### src/rtl/tcr_defines.vh
// Constants for the transmit and hardware configuration register bank.
// Assumes inclusion by bare name from design files under rtl/.
`ifndef TCR_DEFINES_VH
`define TCR_DEFINES_VH

// ----------------------------------------------------------------------
// Register offsets
// ----------------------------------------------------------------------
`define TCR_ADDR_TX_CFG 8'h70
`define TCR_ADDR_HARDWARE_CONFIG 8'h74

// ----------------------------------------------------------------------
// Transmit configuration fields
// ----------------------------------------------------------------------
`define TCR_TX_STS_DISCARD 15
`define TCR_TX_DAT_DISCARD 14
`define TCR_TX_OVR_ALLOW 2
`define TCR_TX_ENABLE 1
`define TCR_TX_STOP 0

// ----------------------------------------------------------------------
// Hardware configuration fields
// ----------------------------------------------------------------------
`define TCR_HW_PORT_END 29
`define TCR_HW_DIR_END 28
`define TCR_HW_XOVER 24
`define TCR_HW_MBO 20
`define TCR_HW_SIZE_LO 16
`define TCR_HW_SIZE_HI 19
`define TCR_HW_RST_TO 1
`define TCR_HW_SOFTWARE_RESET_BIT 0

// ----------------------------------------------------------------------
// Reset values and sizes
// ----------------------------------------------------------------------
`define TCR_SIZE_RESET 4'h5
`define TCR_SIZE_MIN 4'h2
`define TCR_SIZE_MAX 4'he
`define TCR_TOTAL_BYTES 15'h4000
`define TCR_STS_BYTES 15'h0200
`define TCR_KB_SHIFT 10

// ----------------------------------------------------------------------
// Timing: soft reset timeout in ns, turned into cycles at 100 ns per clock; duration in cycles
// ----------------------------------------------------------------------
`define TCR_CLK_NS 100
`define TCR_RESET_TIMEOUT_FLAG_NS 1000000
`define TCR_RESET_TIMEOUT_FLAG_CYC ((`TCR_RESET_TIMEOUT_FLAG_NS) / (`TCR_CLK_NS))
`define TCR_SOFTWARE_RESET_BIT_RUN_CYC 16

`endif

### src/rtl/tcr_soft_reset.v
// Soft reset sequencer: runs a reset pulse while the link clocks are alive.
// Assumes a synchronous clocks_ok level from the PHY clock monitor.
`include "tcr_defines.vh"

module tcr_soft_reset #(
    parameter TIMEOUT_CYC = `TCR_RESET_TIMEOUT_FLAG_CYC,
    parameter RUN_CYC = `TCR_SOFTWARE_RESET_BIT_RUN_CYC
) (
    input wire clk,
    input wire rst,
    input wire start,
    input wire clocks_ok,
    output reg busy_reg,
    output reg soft_rst_reg,
    output reg timeout_reg
);

    reg [19:0] cnt_reg;
    reg waiting_reg;

    // Wait for clocks up to the timeout, then pulse the reset or give up.
    always @(posedge clk) begin
        if (rst) begin
            busy_reg <= 1'b0;
            soft_rst_reg <= 1'b0;
            timeout_reg <= 1'b0;
            cnt_reg <= 20'h0_0000;
            waiting_reg <= 1'b0;
        end else begin
            soft_rst_reg <= 1'b0;
            if (start && !busy_reg) begin
                busy_reg <= 1'b1;
                waiting_reg <= 1'b1;
                timeout_reg <= 1'b0;
                cnt_reg <= 20'h0_0000;
            end else if (busy_reg && waiting_reg) begin
                // [RULE_19] Timeout without clocks.
                if (clocks_ok) begin
                    waiting_reg <= 1'b0;
                    cnt_reg <= 20'h0_0000;
                end else if (cnt_reg == TIMEOUT_CYC[19:0] - 20'h0_0001) begin
                    busy_reg <= 1'b0;
                    waiting_reg <= 1'b0;
                    timeout_reg <= 1'b1;
                end else begin
                    cnt_reg <= cnt_reg + 20'h0_0001;
                end
            end else if (busy_reg) begin
                // [RULE_18] Reset pulse then clear.
                soft_rst_reg <= 1'b1;
                // The pulse stays up through this last edge, so it lasts RUN_CYC cycles.
                if (cnt_reg == RUN_CYC[19:0] - 20'h0_0001) begin
                    busy_reg <= 1'b0;
                end else begin
                    cnt_reg <= cnt_reg + 20'h0_0001;
                end
            end
        end
    end

endmodule

### src/rtl/tcr_regs.v
// Transmit and hardware configuration register bank.
// Assumes a one-cycle strobe register port, and that the transmit engine
// reports frame activity and status FIFO fill synchronously to clk.
//
// Design decision made here: strobed register access.
`include "tcr_defines.vh"

//Contract
// [RULE_01] Status discard zeroes status pointers, self-clears
// [RULE_02] Data discard zeroes data pointers, self-clears
// [RULE_03] Full status FIFO suspends unless overrun allowed
// [RULE_04] Status full interrupt ignores overrun setting
// [RULE_05] Enable transmits queued data, resets zero
// [RULE_06] Enable clears after stop and halt
// [RULE_07] Stop finishes frame, halts, then clears
// [RULE_08] Writes to stop ignored while set
// [RULE_09] Host stops traffic before hardware config write
// [RULE_10] Port endian bit orders port accesses
// [RULE_11] Direct endian bit orders direct accesses
// [RULE_12] Endian bits survive soft reset
// [RULE_13] Read-only bit shows sampled crossover strap
// [RULE_14] Host must write must-be-one bit
// [RULE_15] Size field sets transmit space, 1KB steps
// [RULE_16] Status FIFO takes 512 bytes of allocation
// [RULE_17] Receive space is 16KB minus transmit
// [RULE_18] Soft reset bit starts reset, self-clears
// [RULE_19] Soft reset times out without PHY clocks
// [RULE_20] Host fixes cause then retries reset
// [RULE_21] Reserved bits read zero, writes ignored
module tcr_regs #(
    parameter SOFTWARE_RESET_BIT_TIMEOUT_CYC = `TCR_RESET_TIMEOUT_FLAG_CYC
) (
    input wire clk,
    input wire rst,
    input wire [7:0] addr,
    input wire [31:0] wdata,
    input wire wr_stb,
    input wire rd_stb,
    output reg [31:0] rdata_reg,
    input wire auto_crossover_strap,
    input wire phy_clocks_ok,
    input wire frame_active,
    input wire tx_status_full,
    input wire direct_fifo_sel,
    output wire tx_status_ptr_clear,
    output wire tx_data_ptr_clear,
    output wire tx_run,
    output wire tx_status_full_irq,
    output wire fifo_big_endian,
    output reg [14:0] tx_alloc_bytes_reg,
    output reg [14:0] tx_data_bytes_reg,
    output reg [14:0] rx_alloc_bytes_reg,
    output wire soft_reset_out
);

    // ------------------------------------------------------------------
    // State
    // ------------------------------------------------------------------
    localparam ST_IDLE = 3'b001;
    localparam ST_RUN = 3'b010;
    localparam ST_STOPPING = 3'b100;

    reg [2:0] state_reg;
    reg [2:0] state_next;
    reg tx_enable_reg;
    reg tx_stop_reg;
    reg status_overrun_allow_reg;
    reg tx_sts_discard_reg;
    reg tx_dat_discard_reg;
    reg port_endian_select_reg;
    reg direct_endian_select_reg;
    reg must_be_one_reg;
    reg [3:0] tx_alloc_size_reg;
    reg auto_crossover_reg;
    reg strap_taken_reg;
    wire wr_tx;
    wire wr_hw;
    wire software_reset_bit_busy;
    wire software_reset_bit_pulse;
    wire reset_timeout_flag;
    wire regs_rst;
    wire halted;
    wire stop_done;
    wire [3:0] size_field;
    wire [14:0] alloc_bytes;

    // Register decode and the combined hard or soft reset.
    assign wr_tx = wr_stb && (addr == `TCR_ADDR_TX_CFG);
    assign wr_hw = wr_stb && (addr == `TCR_ADDR_HARDWARE_CONFIG);
    assign regs_rst = rst || software_reset_bit_pulse;
    // Size field of a hardware configuration write, checked before use.
    assign size_field = wdata[`TCR_HW_SIZE_HI:`TCR_HW_SIZE_LO];

    // ------------------------------------------------------------------
    // Soft reset sequencer
    // ------------------------------------------------------------------
    tcr_soft_reset #(
        .TIMEOUT_CYC(SOFTWARE_RESET_BIT_TIMEOUT_CYC),
        .RUN_CYC(`TCR_SOFTWARE_RESET_BIT_RUN_CYC)
    ) u_software_reset_bit (
        .clk(clk),
        .rst(rst),
        .start(wr_hw && wdata[`TCR_HW_SOFTWARE_RESET_BIT]),
        .clocks_ok(phy_clocks_ok),
        .busy_reg(software_reset_bit_busy),
        .soft_rst_reg(software_reset_bit_pulse),
        .timeout_reg(reset_timeout_flag)
    );
    assign soft_reset_out = software_reset_bit_pulse;

    // ------------------------------------------------------------------
    // Transmit engine gate
    // ------------------------------------------------------------------
    // Halted when no frame is on the wire in the stopping state.
    assign halted = (state_reg == ST_STOPPING) && !frame_active;
    // A stop request is done once halted, or at once if already idle.
    // Enable and stop must fall together, else an idle enable would start
    // the transmitter again right after the stop was honoured.
    assign stop_done = tx_stop_reg && (halted || state_reg == ST_IDLE);
    // A full status FIFO holds off only new frames, never one on the wire,
    // and while stopping only the frame already started may go on.
    // [RULE_03] Suspend on full status.
    // [RULE_07] Stop ends after frame.
    assign tx_run = ((state_reg == ST_RUN) &&
                     (status_overrun_allow_reg || !tx_status_full || frame_active)) ||
                    ((state_reg == ST_STOPPING) && frame_active);
    // [RULE_04] Interrupt independent of allowance.
    assign tx_status_full_irq = tx_status_full;
    // [RULE_01] Status pointer clear.
    assign tx_status_ptr_clear = tx_sts_discard_reg;
    // [RULE_02] Data pointer clear.
    assign tx_data_ptr_clear = tx_dat_discard_reg;
    // [RULE_10] Port path order.
    // [RULE_11] Direct path order.
    assign fifo_big_endian = direct_fifo_sel ? direct_endian_select_reg
                                             : port_endian_select_reg;

    // Transmitter state selection.
    always @* begin
        state_next = state_reg;
        case (state_reg)
            ST_IDLE: begin
                if (tx_enable_reg && !tx_stop_reg) begin
                    state_next = ST_RUN;
                end
            end
            ST_RUN: begin
                if (tx_stop_reg) begin
                    state_next = ST_STOPPING;
                end else if (!tx_enable_reg) begin
                    state_next = ST_IDLE;
                end
            end
            ST_STOPPING: begin
                if (!frame_active) begin
                    state_next = ST_IDLE;
                end
            end
            default: begin
                state_next = ST_IDLE;
            end
        endcase
    end

    // ------------------------------------------------------------------
    // Transmit configuration register
    // ------------------------------------------------------------------
    // Transmitter state; a soft reset drops it back to idle like a hard one.
    always @(posedge clk) begin
        if (regs_rst) begin
            state_reg <= ST_IDLE;
        end else begin
            state_reg <= state_next;
        end
    end

    // Discard bits never store: each write with the bit set gives one pulse,
    // so the bit always reads back as zero and cannot fire twice.
    // [RULE_01] Status discard pulse.
    // [RULE_02] Data discard pulse.
    always @(posedge clk) begin
        if (regs_rst) begin
            tx_sts_discard_reg <= 1'b0;
            tx_dat_discard_reg <= 1'b0;
        end else begin
            tx_sts_discard_reg <= wr_tx && wdata[`TCR_TX_STS_DISCARD];
            tx_dat_discard_reg <= wr_tx && wdata[`TCR_TX_DAT_DISCARD];
        end
    end

    // Control bits; soft reset clears them like a hard reset.
    always @(posedge clk) begin
        if (regs_rst) begin
            tx_enable_reg <= 1'b0;
            tx_stop_reg <= 1'b0;
            status_overrun_allow_reg <= 1'b0;
        end else begin
            if (wr_tx) begin
                status_overrun_allow_reg <= wdata[`TCR_TX_OVR_ALLOW];
            end
            // [RULE_05] Enable bit write.
            // [RULE_06] Auto clear on halt.
            if (stop_done) begin
                tx_enable_reg <= 1'b0;
            end else if (wr_tx) begin
                tx_enable_reg <= wdata[`TCR_TX_ENABLE];
            end
            // [RULE_07] Clear stop once halted.
            // [RULE_08] Writes ignored while set.
            if (tx_stop_reg) begin
                if (stop_done) begin
                    tx_stop_reg <= 1'b0;
                end
            end else if (wr_tx) begin
                tx_stop_reg <= wdata[`TCR_TX_STOP];
            end
        end
    end

    // ------------------------------------------------------------------
    // Hardware configuration register
    // ------------------------------------------------------------------
    // [RULE_12] Endian bits on hard reset only.
    always @(posedge clk) begin
        if (rst) begin
            port_endian_select_reg <= 1'b0;
            direct_endian_select_reg <= 1'b0;
        end else if (wr_hw) begin
            port_endian_select_reg <= wdata[`TCR_HW_PORT_END];
            direct_endian_select_reg <= wdata[`TCR_HW_DIR_END];
        end
    end

    // Other writable fields, set back to their reset values by either reset.
    always @(posedge clk) begin
        if (regs_rst) begin
            must_be_one_reg <= 1'b0;
            tx_alloc_size_reg <= `TCR_SIZE_RESET;
        end else if (wr_hw) begin
            must_be_one_reg <= wdata[`TCR_HW_MBO];
            // [RULE_15] Size within 2 to 14.
            // A reserved size would leave too little room on one side, so it is
            // dropped and the previous split stays in force.
            if (size_field >= `TCR_SIZE_MIN && size_field <= `TCR_SIZE_MAX) begin
                tx_alloc_size_reg <= size_field;
            end
        end
    end

    // The strap is taken once, so later pin changes or PHY overrides never show.
    // [RULE_13] Strap sampled after release.
    always @(posedge clk) begin
        if (rst) begin
            strap_taken_reg <= 1'b0;
            auto_crossover_reg <= 1'b0;
        end else if (!strap_taken_reg) begin
            strap_taken_reg <= 1'b1;
            auto_crossover_reg <= auto_crossover_strap;
        end
    end

    // ------------------------------------------------------------------
    // Memory split
    // ------------------------------------------------------------------
    // Transmit allocation in bytes: the size field counts whole kilobytes.
    assign alloc_bytes = {11'h000, tx_alloc_size_reg} << `TCR_KB_SHIFT;

    // Sizes are registered, so they follow a size change one cycle late.
    // [RULE_16] Status reserve.
    // [RULE_17] Receive remainder.
    always @(posedge clk) begin
        if (rst) begin
            tx_alloc_bytes_reg <= 15'h0000;
            tx_data_bytes_reg <= 15'h0000;
            rx_alloc_bytes_reg <= 15'h0000;
        end else begin
            tx_alloc_bytes_reg <= alloc_bytes;
            tx_data_bytes_reg <= alloc_bytes - `TCR_STS_BYTES;
            rx_alloc_bytes_reg <= `TCR_TOTAL_BYTES - alloc_bytes;
        end
    end

    // ------------------------------------------------------------------
    // Read port
    // ------------------------------------------------------------------
    // Unmapped addresses and cycles without a read strobe return zero.
    // [RULE_21] Reserved bits read zero.
    always @(posedge clk) begin
        if (rst) begin
            rdata_reg <= 32'h0000_0000;
        end else begin
            rdata_reg <= 32'h0000_0000;
            if (rd_stb && addr == `TCR_ADDR_TX_CFG) begin
                rdata_reg[`TCR_TX_OVR_ALLOW] <= status_overrun_allow_reg;
                rdata_reg[`TCR_TX_ENABLE] <= tx_enable_reg;
                rdata_reg[`TCR_TX_STOP] <= tx_stop_reg;
            end else if (rd_stb && addr == `TCR_ADDR_HARDWARE_CONFIG) begin
                rdata_reg[`TCR_HW_PORT_END] <= port_endian_select_reg;
                rdata_reg[`TCR_HW_DIR_END] <= direct_endian_select_reg;
                rdata_reg[`TCR_HW_XOVER] <= auto_crossover_reg;
                rdata_reg[`TCR_HW_MBO] <= must_be_one_reg;
                rdata_reg[`TCR_HW_SIZE_HI:`TCR_HW_SIZE_LO] <= tx_alloc_size_reg;
                rdata_reg[`TCR_HW_RST_TO] <= reset_timeout_flag;
                rdata_reg[`TCR_HW_SOFTWARE_RESET_BIT] <= software_reset_bit_busy;
            end
        end
    end

endmodule

### config.mk
export PLATFORM = sky130hd
export DESIGN_NAME = tcr_regs
export DESIGN_NICKNAME = d
export VERILOG_FILES = /design/src/rtl/tcr_soft_reset.v /design/src/rtl/tcr_regs.v
export VERILOG_INCLUDE_DIRS = /design/src /design/src/rtl
export SDC_FILE = /design/constraint.sdc
export NUM_CORES = 1
export LEC_CHECK = 0
export ABC_AREA = 1
export BUFFER_PORTS_ARGS = -buffer_cell sky130_fd_sc_hd__buf_4
export CAP_MARGIN = 40
export CORE_ASPECT_RATIO = 1.25
export CORE_UTILIZATION = 27
export CTS_CLUSTER_SIZE = 24
export DETAILED_ROUTE_END_ITERATION = 8
export GPL_TIMING_DRIVEN = 1
export PLACE_DENSITY = 0.5
export SYNTH_ARGS = -nofsm -noshare
export SYNTH_HDL_FRONTEND = slang
export SYNTH_SLANG_ARGS = --single-unit
### constraint.sdc
create_clock -name clk -period 2 [get_ports clk]
set_input_delay 0.1 -clock clk [delete_from_list [all_inputs] [get_ports clk]]
set_output_delay 0.1 -clock clk [all_outputs]
set_load 0.005 [all_outputs]
==> results of run 1 <==
[power groups by stage]
stage          registers [W]  logic [W]  clock network [W]
2_1_floorplan        0.00136   0.000159                  0
3_3_place_gp         0.00136   0.000166                  0
3_5_place_dp         0.00136   0.000168                  0
4_1_cts              0.00133   0.000173            0.00176
5_1_grt              0.00134   0.000197            0.00182
6_report             0.00134   0.000174            0.00171
[Yosys cell counts]
cell type	n
clkinv_1	1
nand2_1	90
ha_1	2
nor3_2	1
buf_12	1
nor3b_1	1
a21oi_2	7
o31ai_1	1
buf_2	1
nand2_4	2
o21ai_0	19
nor2_1	67
nand3_2	1
clkbuf_1	3
dfxtp_1	66
xnor2_1	4
nand4_2	2
inv_2	2
xor2_1	6
o21bai_1	3
nor3_1	5
nand3_1	24
nand2_2	2
nand4_1	14
a211oi_1	1
a21oi_1	16
conb_1	1
a22oi_1	2
o22ai_1	2
nor4_1	1
buf_4	53
o211ai_1	3
inv_1	57
nor2b_1	1
[cells by family (layout without fill, tap and decap cells)]
kind of cell / after synthesis / count (layout) / synth area share
DFF: 66 / 66 / 0.395
other: 1 / 51 / 0.00112
adders and majority gates: 2 / 2 / 0.00748
and+or+nand+nor: 211 / 211 / 0.276
AOI/OAI and AO/OA: 54 / 54 / 0.0969
buffers and inverters: 118 / 146 / 0.197
xor gates and xnor gates: 10 / 10 / 0.0262
[final timing paths]
check | startpoint | to | slack (ns) | depth (start not counted)
setup / recovery | u_software_reset_bit.cnt_reg[1]$_SDFFE_PP0P_ | u_software_reset_bit.cnt_reg[16]$_SDFFE_PP0P_ | 0.22 | 9
hold / removal | wdata[18] | tx_alloc_size_reg[2]$_SDFFE_PP1P_ | 0.03 | 3
setup reg to reg | u_software_reset_bit.cnt_reg[1]$_SDFFE_PP0P_ | u_software_reset_bit.cnt_reg[16]$_SDFFE_PP0P_ | 0.22 | 9
hold reg to reg | tx_alloc_size_reg[0]$_SDFFE_PP1P_ | tx_data_bytes_reg[10]$_SDFF_PP0_ | 0.41 | 1
[tightest hold or removal path: stages]
cell      delay, ns
buf_4          0.10
nand2_1        0.05
o211ai_1       0.07
[per-stage QoR]
stage	util	worst slack (ns)	power, W
final	0.345	0.222	0.00321
after global routing	0.345	0.0130	0.00335
after CTS	0.345	0.204	0.00326
after detailed placement	0.315	0.214	0.00153
after global placement	0.315	0.229	0.00153
after floorplan	-	0.356	0.00152
[area by class of cell]
cell class | count | area, um2
Fill cell | 1326 | 7930
Multi-Input combinational cell | 328 | 1550
Sequential cell | 66 | 1320
Timing Repair Buffer | 70 | 546
Clock buffer | 10 | 239
Inverter | 60 | 225
Tap cell | 164 | 205
Clock inverter | 6 | 88.8
[per-layer routing]
layer  global-route usage  wire length (um)  vias to the layer above
met2                0.218              3920                       77
met4               0.0512               160                        0
met3               0.0364               336                       13
met1                0.142              3360                     1313
met5                    0                 0                        -
li1                     -                 -                     1513
[timing repair]
action	in CTS	in global routing
endpoints found under the setup margin	0	1
hold buffers	3	0
endpoints found under the hold margin	3	0
gates resized for setup	0	1
==> impl_results.md, run 1 <==
* Startpoint Class: flop
* WP buf/inv at 0
* Sw power at a little under 0.0007 W
* Std-Cell Core Area at 0.0121 mm2
* Setup CP Type: reg -> reg
* Int Pwr at 0.00253 W
* Most common cell on crit path: nand2_1
* Status: finished, final reports clean
* CTS Buf Count at 9
* Worst-case clock buffer depth at 2
* Max-capacitance violation count at 0
* Layout cell share with drive strength beyond 1 at 0.187
* Hold Path Class: in -> reg
* GPL Wtd Cong at 0.902
* N_diodes at 0
* Tot GR Track Use at 0.126
* Avg WL per Cell at 11.0 um
* Synth warnings at 0
* Overflow after GRT at 0
* Pin count of the biggest net entering global routing at 18
* Slowest cell delay on critical path at roughly 0.38 ns
* RSZ-0062 raised after global routing: false
* Initial antenna violation count at 0
* CTS clock-pin slew for the worst setup and hold paths at ~0.06 ns
* 1st-iter DRT viols at 129
* Setup crit end kind: flop
* Sw Ratio at 0.214
* Top cells by area, synth: dfxtp_1 (40%), buf_4 (12%), nand2_1 (10%)
* I/O pin total at between 100 and 150
* Required time worst endpoint at 2.22 ns
* Final Cycle Share at 0.889
* Final Hold Violating Endpoints at 0
* Die footprint at 0.0128 mm2
* Flop pwr share at 0.415
* CTS sink cnt at 66
* Synth Instances at 462
* ANT nets after route at 0
* Top cell type's share of synthesized area at 0.395
* Site row count at 45
* Number of flip-flops in the largest register at 20
* Via density at 4.14
* Sequential-to-total area share from yosys stat at 0.395
* Cells after DPL at 685
* WL final at 7780 um
* Setup TNS at 0 ns
* Crit-path max FO at 5
* Vias in the first global route at 2,650
* Die Y at ~130 um
* H-Tree Depth at 3
* Final #Nets at about 590
* DIE WIDTH at 102 um
* Critical Path AT at 2.00 ns
* Post-synthesis cell type count at 34
* Most frequent cells in the layout: nand2_1 (90), nor2_1 (67), dfxtp_1 (66), buf_4 (66), inv_1 (57)
* Cell Area, Placed at 0.00382 mm2
* Avg Inst Size Synth at 7.24 um2
* Initial Util at 0.276
* Design area at 0.00418 mm2
* Seq cells post-synth at 66
* Area Growth Syn to Fin at 25.0%
* Worst-skew pair later-pin latency at between 0.3 and 0.4 ns
* Clock skew at roughly 0.0042 ns
* Slowest CP cell: dfxtp_1
* DRC Markers at 0
* Fin Hold WS at 0.0292 ns
* DR pass1 iterations at 4
* Setup bufs post-CTS at 0
* Synthesized area at 0.00334 mm2
* Clock power share at 0.531
* Final count of pins violating max slew at 0
* Slew margin rel. at 0.557
* CTS tree: built
* Final HPWL DP at 6070 um
* LEAKAGE at 1.93 nW
* Comb pwr share at 0.054
* Port Buffer Count at 60
* Max VDD drop at between 0.3 and 0.4 mV
* Root buf cell: clkbuf_16
* Crit-path cells: ha_2, nand2_1, nor2_1, nand2_1, nor2_1, nand3_1, xnor2_1, nand3_1, nand2_1
* Post-synth top area cell: dfxtp_1
* Slew @ Worst Pin at 0.663 ns
* Min Tclk post-route at 1.78 ns
* First-pass GRT wire length at ~12,000 um
* Highest Clock Rate at ~560 MHz
* Final setup violation count at 0
* Most common cell after layout, fill and taps aside: nand2_1
* Top cell family by delay on the critical path: simple AND/OR/NAND/NOR gates
* DR vias at 2,916
* Final Non-Filler Cells at 704
* Power Density at 770 mW/mm2
Note: power is estimated with default switching activity, not from simulation.
==> run 2: changes to the inputs <==
--- a/config.mk
+++ b/config.mk
@@ -14,7 +14,8 @@
 export CTS_CLUSTER_SIZE = 24
 export DETAILED_ROUTE_END_ITERATION = 8
 export GPL_TIMING_DRIVEN = 1
-export PLACE_DENSITY = 0.5
+export PLACE_DENSITY = 0.49
 export SYNTH_ARGS = -nofsm -noshare
 export SYNTH_HDL_FRONTEND = slang
+export SYNTH_HIERARCHICAL = 1
 export SYNTH_SLANG_ARGS = --single-unit
==> impl_results.md, run 2 <==
* Status: finished, final reports clean (unchanged)
* Final #Nets at 612 (was 586)
* LEAKAGE at 2.05 nW (was 1.93 nW)
* Reg-to-reg slack, setup at 0.26 ns (was 0.22 ns)
* Root buf cell: clkbuf_16 (unchanged)
* Top cell type's share of synthesized area at 0.380 (was 0.395)
* Multi-input gate area at 0.00167 mm2 (was 0.00155 mm2)
* Number of synthesized flops with an enable pin at 0 (unchanged)
* 1st-iter DRT viols at 94 (was 129)
* Final count of pins violating max slew at 0 (unchanged)
* Setup TNS at 0 ns (unchanged)
* CTS sink cnt at 66 (unchanged)
* Area Growth Syn to Fin at 24.7% (was 25.0%)
* Synthesized area at 0.00348 mm2 (was 0.00334 mm2)
* Max-capacitance violation count at 0 (unchanged)
* Setup CP Type: reg -> reg (unchanged)
* Worst r2r dst: u_software_reset_bit/cnt_reg[5]$_SDFFE_PP0P_ (was u_software_reset_bit.cnt_reg[16]$_SDFFE_PP0P_)
* Synth Instances at 487 (was 462)
* GPL Wtd Cong at 0.874 (was 0.902)
* Final HPWL DP at 6220 um (was 6070 um)
* Number of flip-flops in the largest register at 20 (unchanged)
* Via density at 4.17 (was 4.14)
* Overflow after GRT at 0 (unchanged)
* First-pass GRT wire length at 13,300 um (was 12,400 um)
* I/O pin total at 132 (unchanged)
* R2R cell count at 8 (was 9)
* Final Hold Violating Endpoints at 0 (unchanged)
* Clock skew at 0.00585 ns (was 0.00418 ns)
* Min Tclk post-route at 1.74 ns (was 1.78 ns)
* Top cells by area, synth: dfxtp_1 (38%), buf_4 (11%), nand2_1 (11%) (was dfxtp_1 (40%), buf_4 (12%), nand2_1 (10%))
* Max VDD drop at 0.275 mV (was 0.328 mV)
* Avg WL per Cell at 11.1 um (was 11.0 um)
* Post-synth top area cell: dfxtp_1 (unchanged)
* Required time worst endpoint at 2.22 ns (about the same)
* WL final at 8130 um (was 7780 um)
* Startpoint Class: flop (unchanged)
* Design area at 0.00434 mm2 (was 0.00418 mm2)
* RSZ-0062 raised after global routing: false (unchanged)
* Final Cycle Share at 0.868 (was 0.889)
* Fill cells at 1,359 (was 1,326)
* Initial antenna violation count at 0 (unchanged)
* Worst-case clock buffer depth at 2 (unchanged)
* Die footprint at 0.0133 mm2 (was 0.0128 mm2)
* H-Tree Depth at 3 (unchanged)
* Post_cts resized at 0 (unchanged)
* Most frequent cells in the layout: nand2_1 (99), dfxtp_1 (66), buf_4 (66) (was nand2_1 (90), nor2_1 (67), dfxtp_1 (66), buf_4 (66), inv_1 (57))
* Sequential-to-total area share from yosys stat at 0.380 (was 0.395)
* Layout cell share with drive strength beyond 1 at 0.191 (was 0.187)
* WHS Path Cells at 3 (unchanged)
* Highest Clock Rate at 576 MHz (was 562 MHz)
* Hold Path Class: in -> reg (unchanged)
* Site row count at 46 (was 45)
* Power Density at 774 mW/mm2 (was 770 mW/mm2)
* Avg Inst Size Synth at 7.14 um2 (was 7.24 um2)
* Ys async rst share at 0 (unchanged)
* DRC Markers at 0 (unchanged)
* Reg2reg start: u_software_reset_bit/cnt_reg[1]$_SDFFE_PP0P_ (was u_software_reset_bit.cnt_reg[1]$_SDFFE_PP0P_)
* Vias in the first global route at 2,949 (was 2,650)
* Most frequent cell after synthesis: nand2_1 (unchanged)
* CTS clock-pin slew for the worst setup and hold paths at 0.06 ns (about the same)
* Port Buffer Count at 60 (unchanged)
* Cell Area, Placed at 0.00396 mm2 (was 0.00382 mm2)
* Final setup violation count at 0 (unchanged)
* Tot GR Track Use at 0.129 (was 0.126)
* Pin count of the biggest net entering global routing at 21 (was 18)
* Worst-skew pair later-pin latency at 0.33 ns (was 0.32 ns)
* DR pass1 iterations at 4 (unchanged)
* WHS Endpoint: tx_alloc_size_reg[2]$_SDFFE_PP1P_ (unchanged)
* Synth top cells by count: nand2_1 (99), dfxtp_1 (66), nor2_1 (64) (was nand2_1 (90), nor2_1 (67), dfxtp_1 (66))
* Setup crit end kind: flop (unchanged)
* Crit-path max FO at 4 (was 5)
* Critical Path AT at 1.96 ns (was 2.00 ns)
* Die Y at 129 um (was 126 um)
* CTS tree: built (unchanged)
* Synth warnings at 6 (was 0)
* Std-Cell Core Area at 0.0126 mm2 (was 0.0121 mm2)
* CTS Buf Count at 9 (unchanged)
* DIE WIDTH at 103 um (was 102 um)
* Sequential Area at 0.00132 mm2 (unchanged)
* Dominant synthesized flop cell: dfxtp_1 (unchanged)
* N_diodes at 0 (unchanged)
* ANT nets after route at 0 (unchanged)
* Initial Util at 0.276 (about the same)
* Post-synthesis cell type count at 38 (was 34)
* DR vias at 3,059 (was 2,916)
* Hold Path Origin: wdata[18] (unchanged)
* Seq cells post-synth at 66 (unchanged)
* Finished Core Util at 0.344 (was 0.345)
* Most common cell after layout, fill and taps aside: nand2_1 (unchanged)
run 2: changes by cell type after synthesis, sizes merged, moves of 3 or more:
cell,previous run,this run
nor2,67,73
o21bai,3,0
nand3,25,45
and2,0,5
xnor2,4,1
o21a,0,3
o211ai,3,0
nand4,16,11
a21oi,23,16
nand2,94,102
run 2: kinds of logic after synthesis:
| group | share of synthesized area |
|---|---|
| fa+ha+maj | 0.0108 |
| xor+xnor | 0.0176 |
| flops | 0.380 |
| buf+inv | 0.193 |
| compound gates | 0.0616 |
| simple gates | 0.335 |
| other cells | 0.00108 |
run 2: what timing repair did:
action | 4_1_cts | 5_1_grt
endpoints found under the hold margin | 3 | 0
hold buffers | 3 | 0
buffers inserted | 0 | 0
run 2: worst max-delay path, cell delays in order, from the launching register on:
cell,delay [ns]
dfxtp_1,0.37
ha_1,0.22
nand3_2,0.13
nor2_4,0.17
nand4_2,0.14
nand3_2,0.18
buf_4,0.16
o21ai_0,0.08
and2_1,0.17
run 2: how the worst max path moves through the flow:
stage	from	to	slack (ns)
5_1_grt	u_software_reset_bit/cnt_reg[1]$_SDFFE_PP0P_	u_software_reset_bit/cnt_reg[16]$_SDFFE_PP0P_	0.08
3_3_place_gp	u_software_reset_bit/cnt_reg[1]$_SDFFE_PP0P_	u_software_reset_bit/cnt_reg[10]$_SDFFE_PP0P_	0.28
6_report	u_software_reset_bit/cnt_reg[1]$_SDFFE_PP0P_	u_software_reset_bit/cnt_reg[5]$_SDFFE_PP0P_	0.26
2_1_floorplan	u_software_reset_bit/cnt_reg[0]$_SDFFE_PP0P_	u_software_reset_bit/cnt_reg[10]$_SDFFE_PP0P_	0.43
3_5_place_dp	u_software_reset_bit/cnt_reg[1]$_SDFFE_PP0P_	u_software_reset_bit/cnt_reg[9]$_SDFFE_PP0P_	0.29
4_1_cts	u_software_reset_bit/cnt_reg[1]$_SDFFE_PP0P_	u_software_reset_bit/cnt_reg[5]$_SDFFE_PP0P_	0.24
run 2: routing by layer:
layer,part of all wire,vias up,track usage,wire length (um)
met5,0,-,0,0
met4,0.017,0,0.0481,140
met3,0.056,12,0.0277,455
met2,0.50,90,0.236,4070
met1,0.43,1378,0.144,3460
li1,-,1579,-,-
run 2: final cells by class:
cell class	instances	area share
clock buffer	9	0.0519
inverter	63	0.0548
tap	168	0.0485
multi-input combinational	350	0.385
clock inverter	7	0.0289
sequential	66	0.305
timing repair buffer	70	0.126
run 2: through the flow:
| step | worst slack [ns] | hold WS, ns | total power (W) | std cells |
|---|---|---|---|---|
| 2_1_floorplan | 0.434 | 0.169 | 0.00152 | 537 |
| 3_3_place_gp | 0.280 | 0.326 | 0.00152 | 714 |
| 3_5_place_dp | 0.291 | 0.332 | 0.00152 | 714 |
| 4_1_cts | 0.244 | 0.00235 | 0.00339 | 733 |
| 5_1_grt | 0.0756 | 0.0166 | 0.00347 | 733 |
| 6_report | 0.265 | 0.00754 | 0.00336 | 733 |
run 2: power by group:
part | switching, W | leakage, nW | internal [W]
Clock | 0.000628 | 0.171 | 0.00123
Sequential | 0.00000300 | 0.534 | 0.00132
Combinational | 0.000103 | 1.34 | 0.0000688
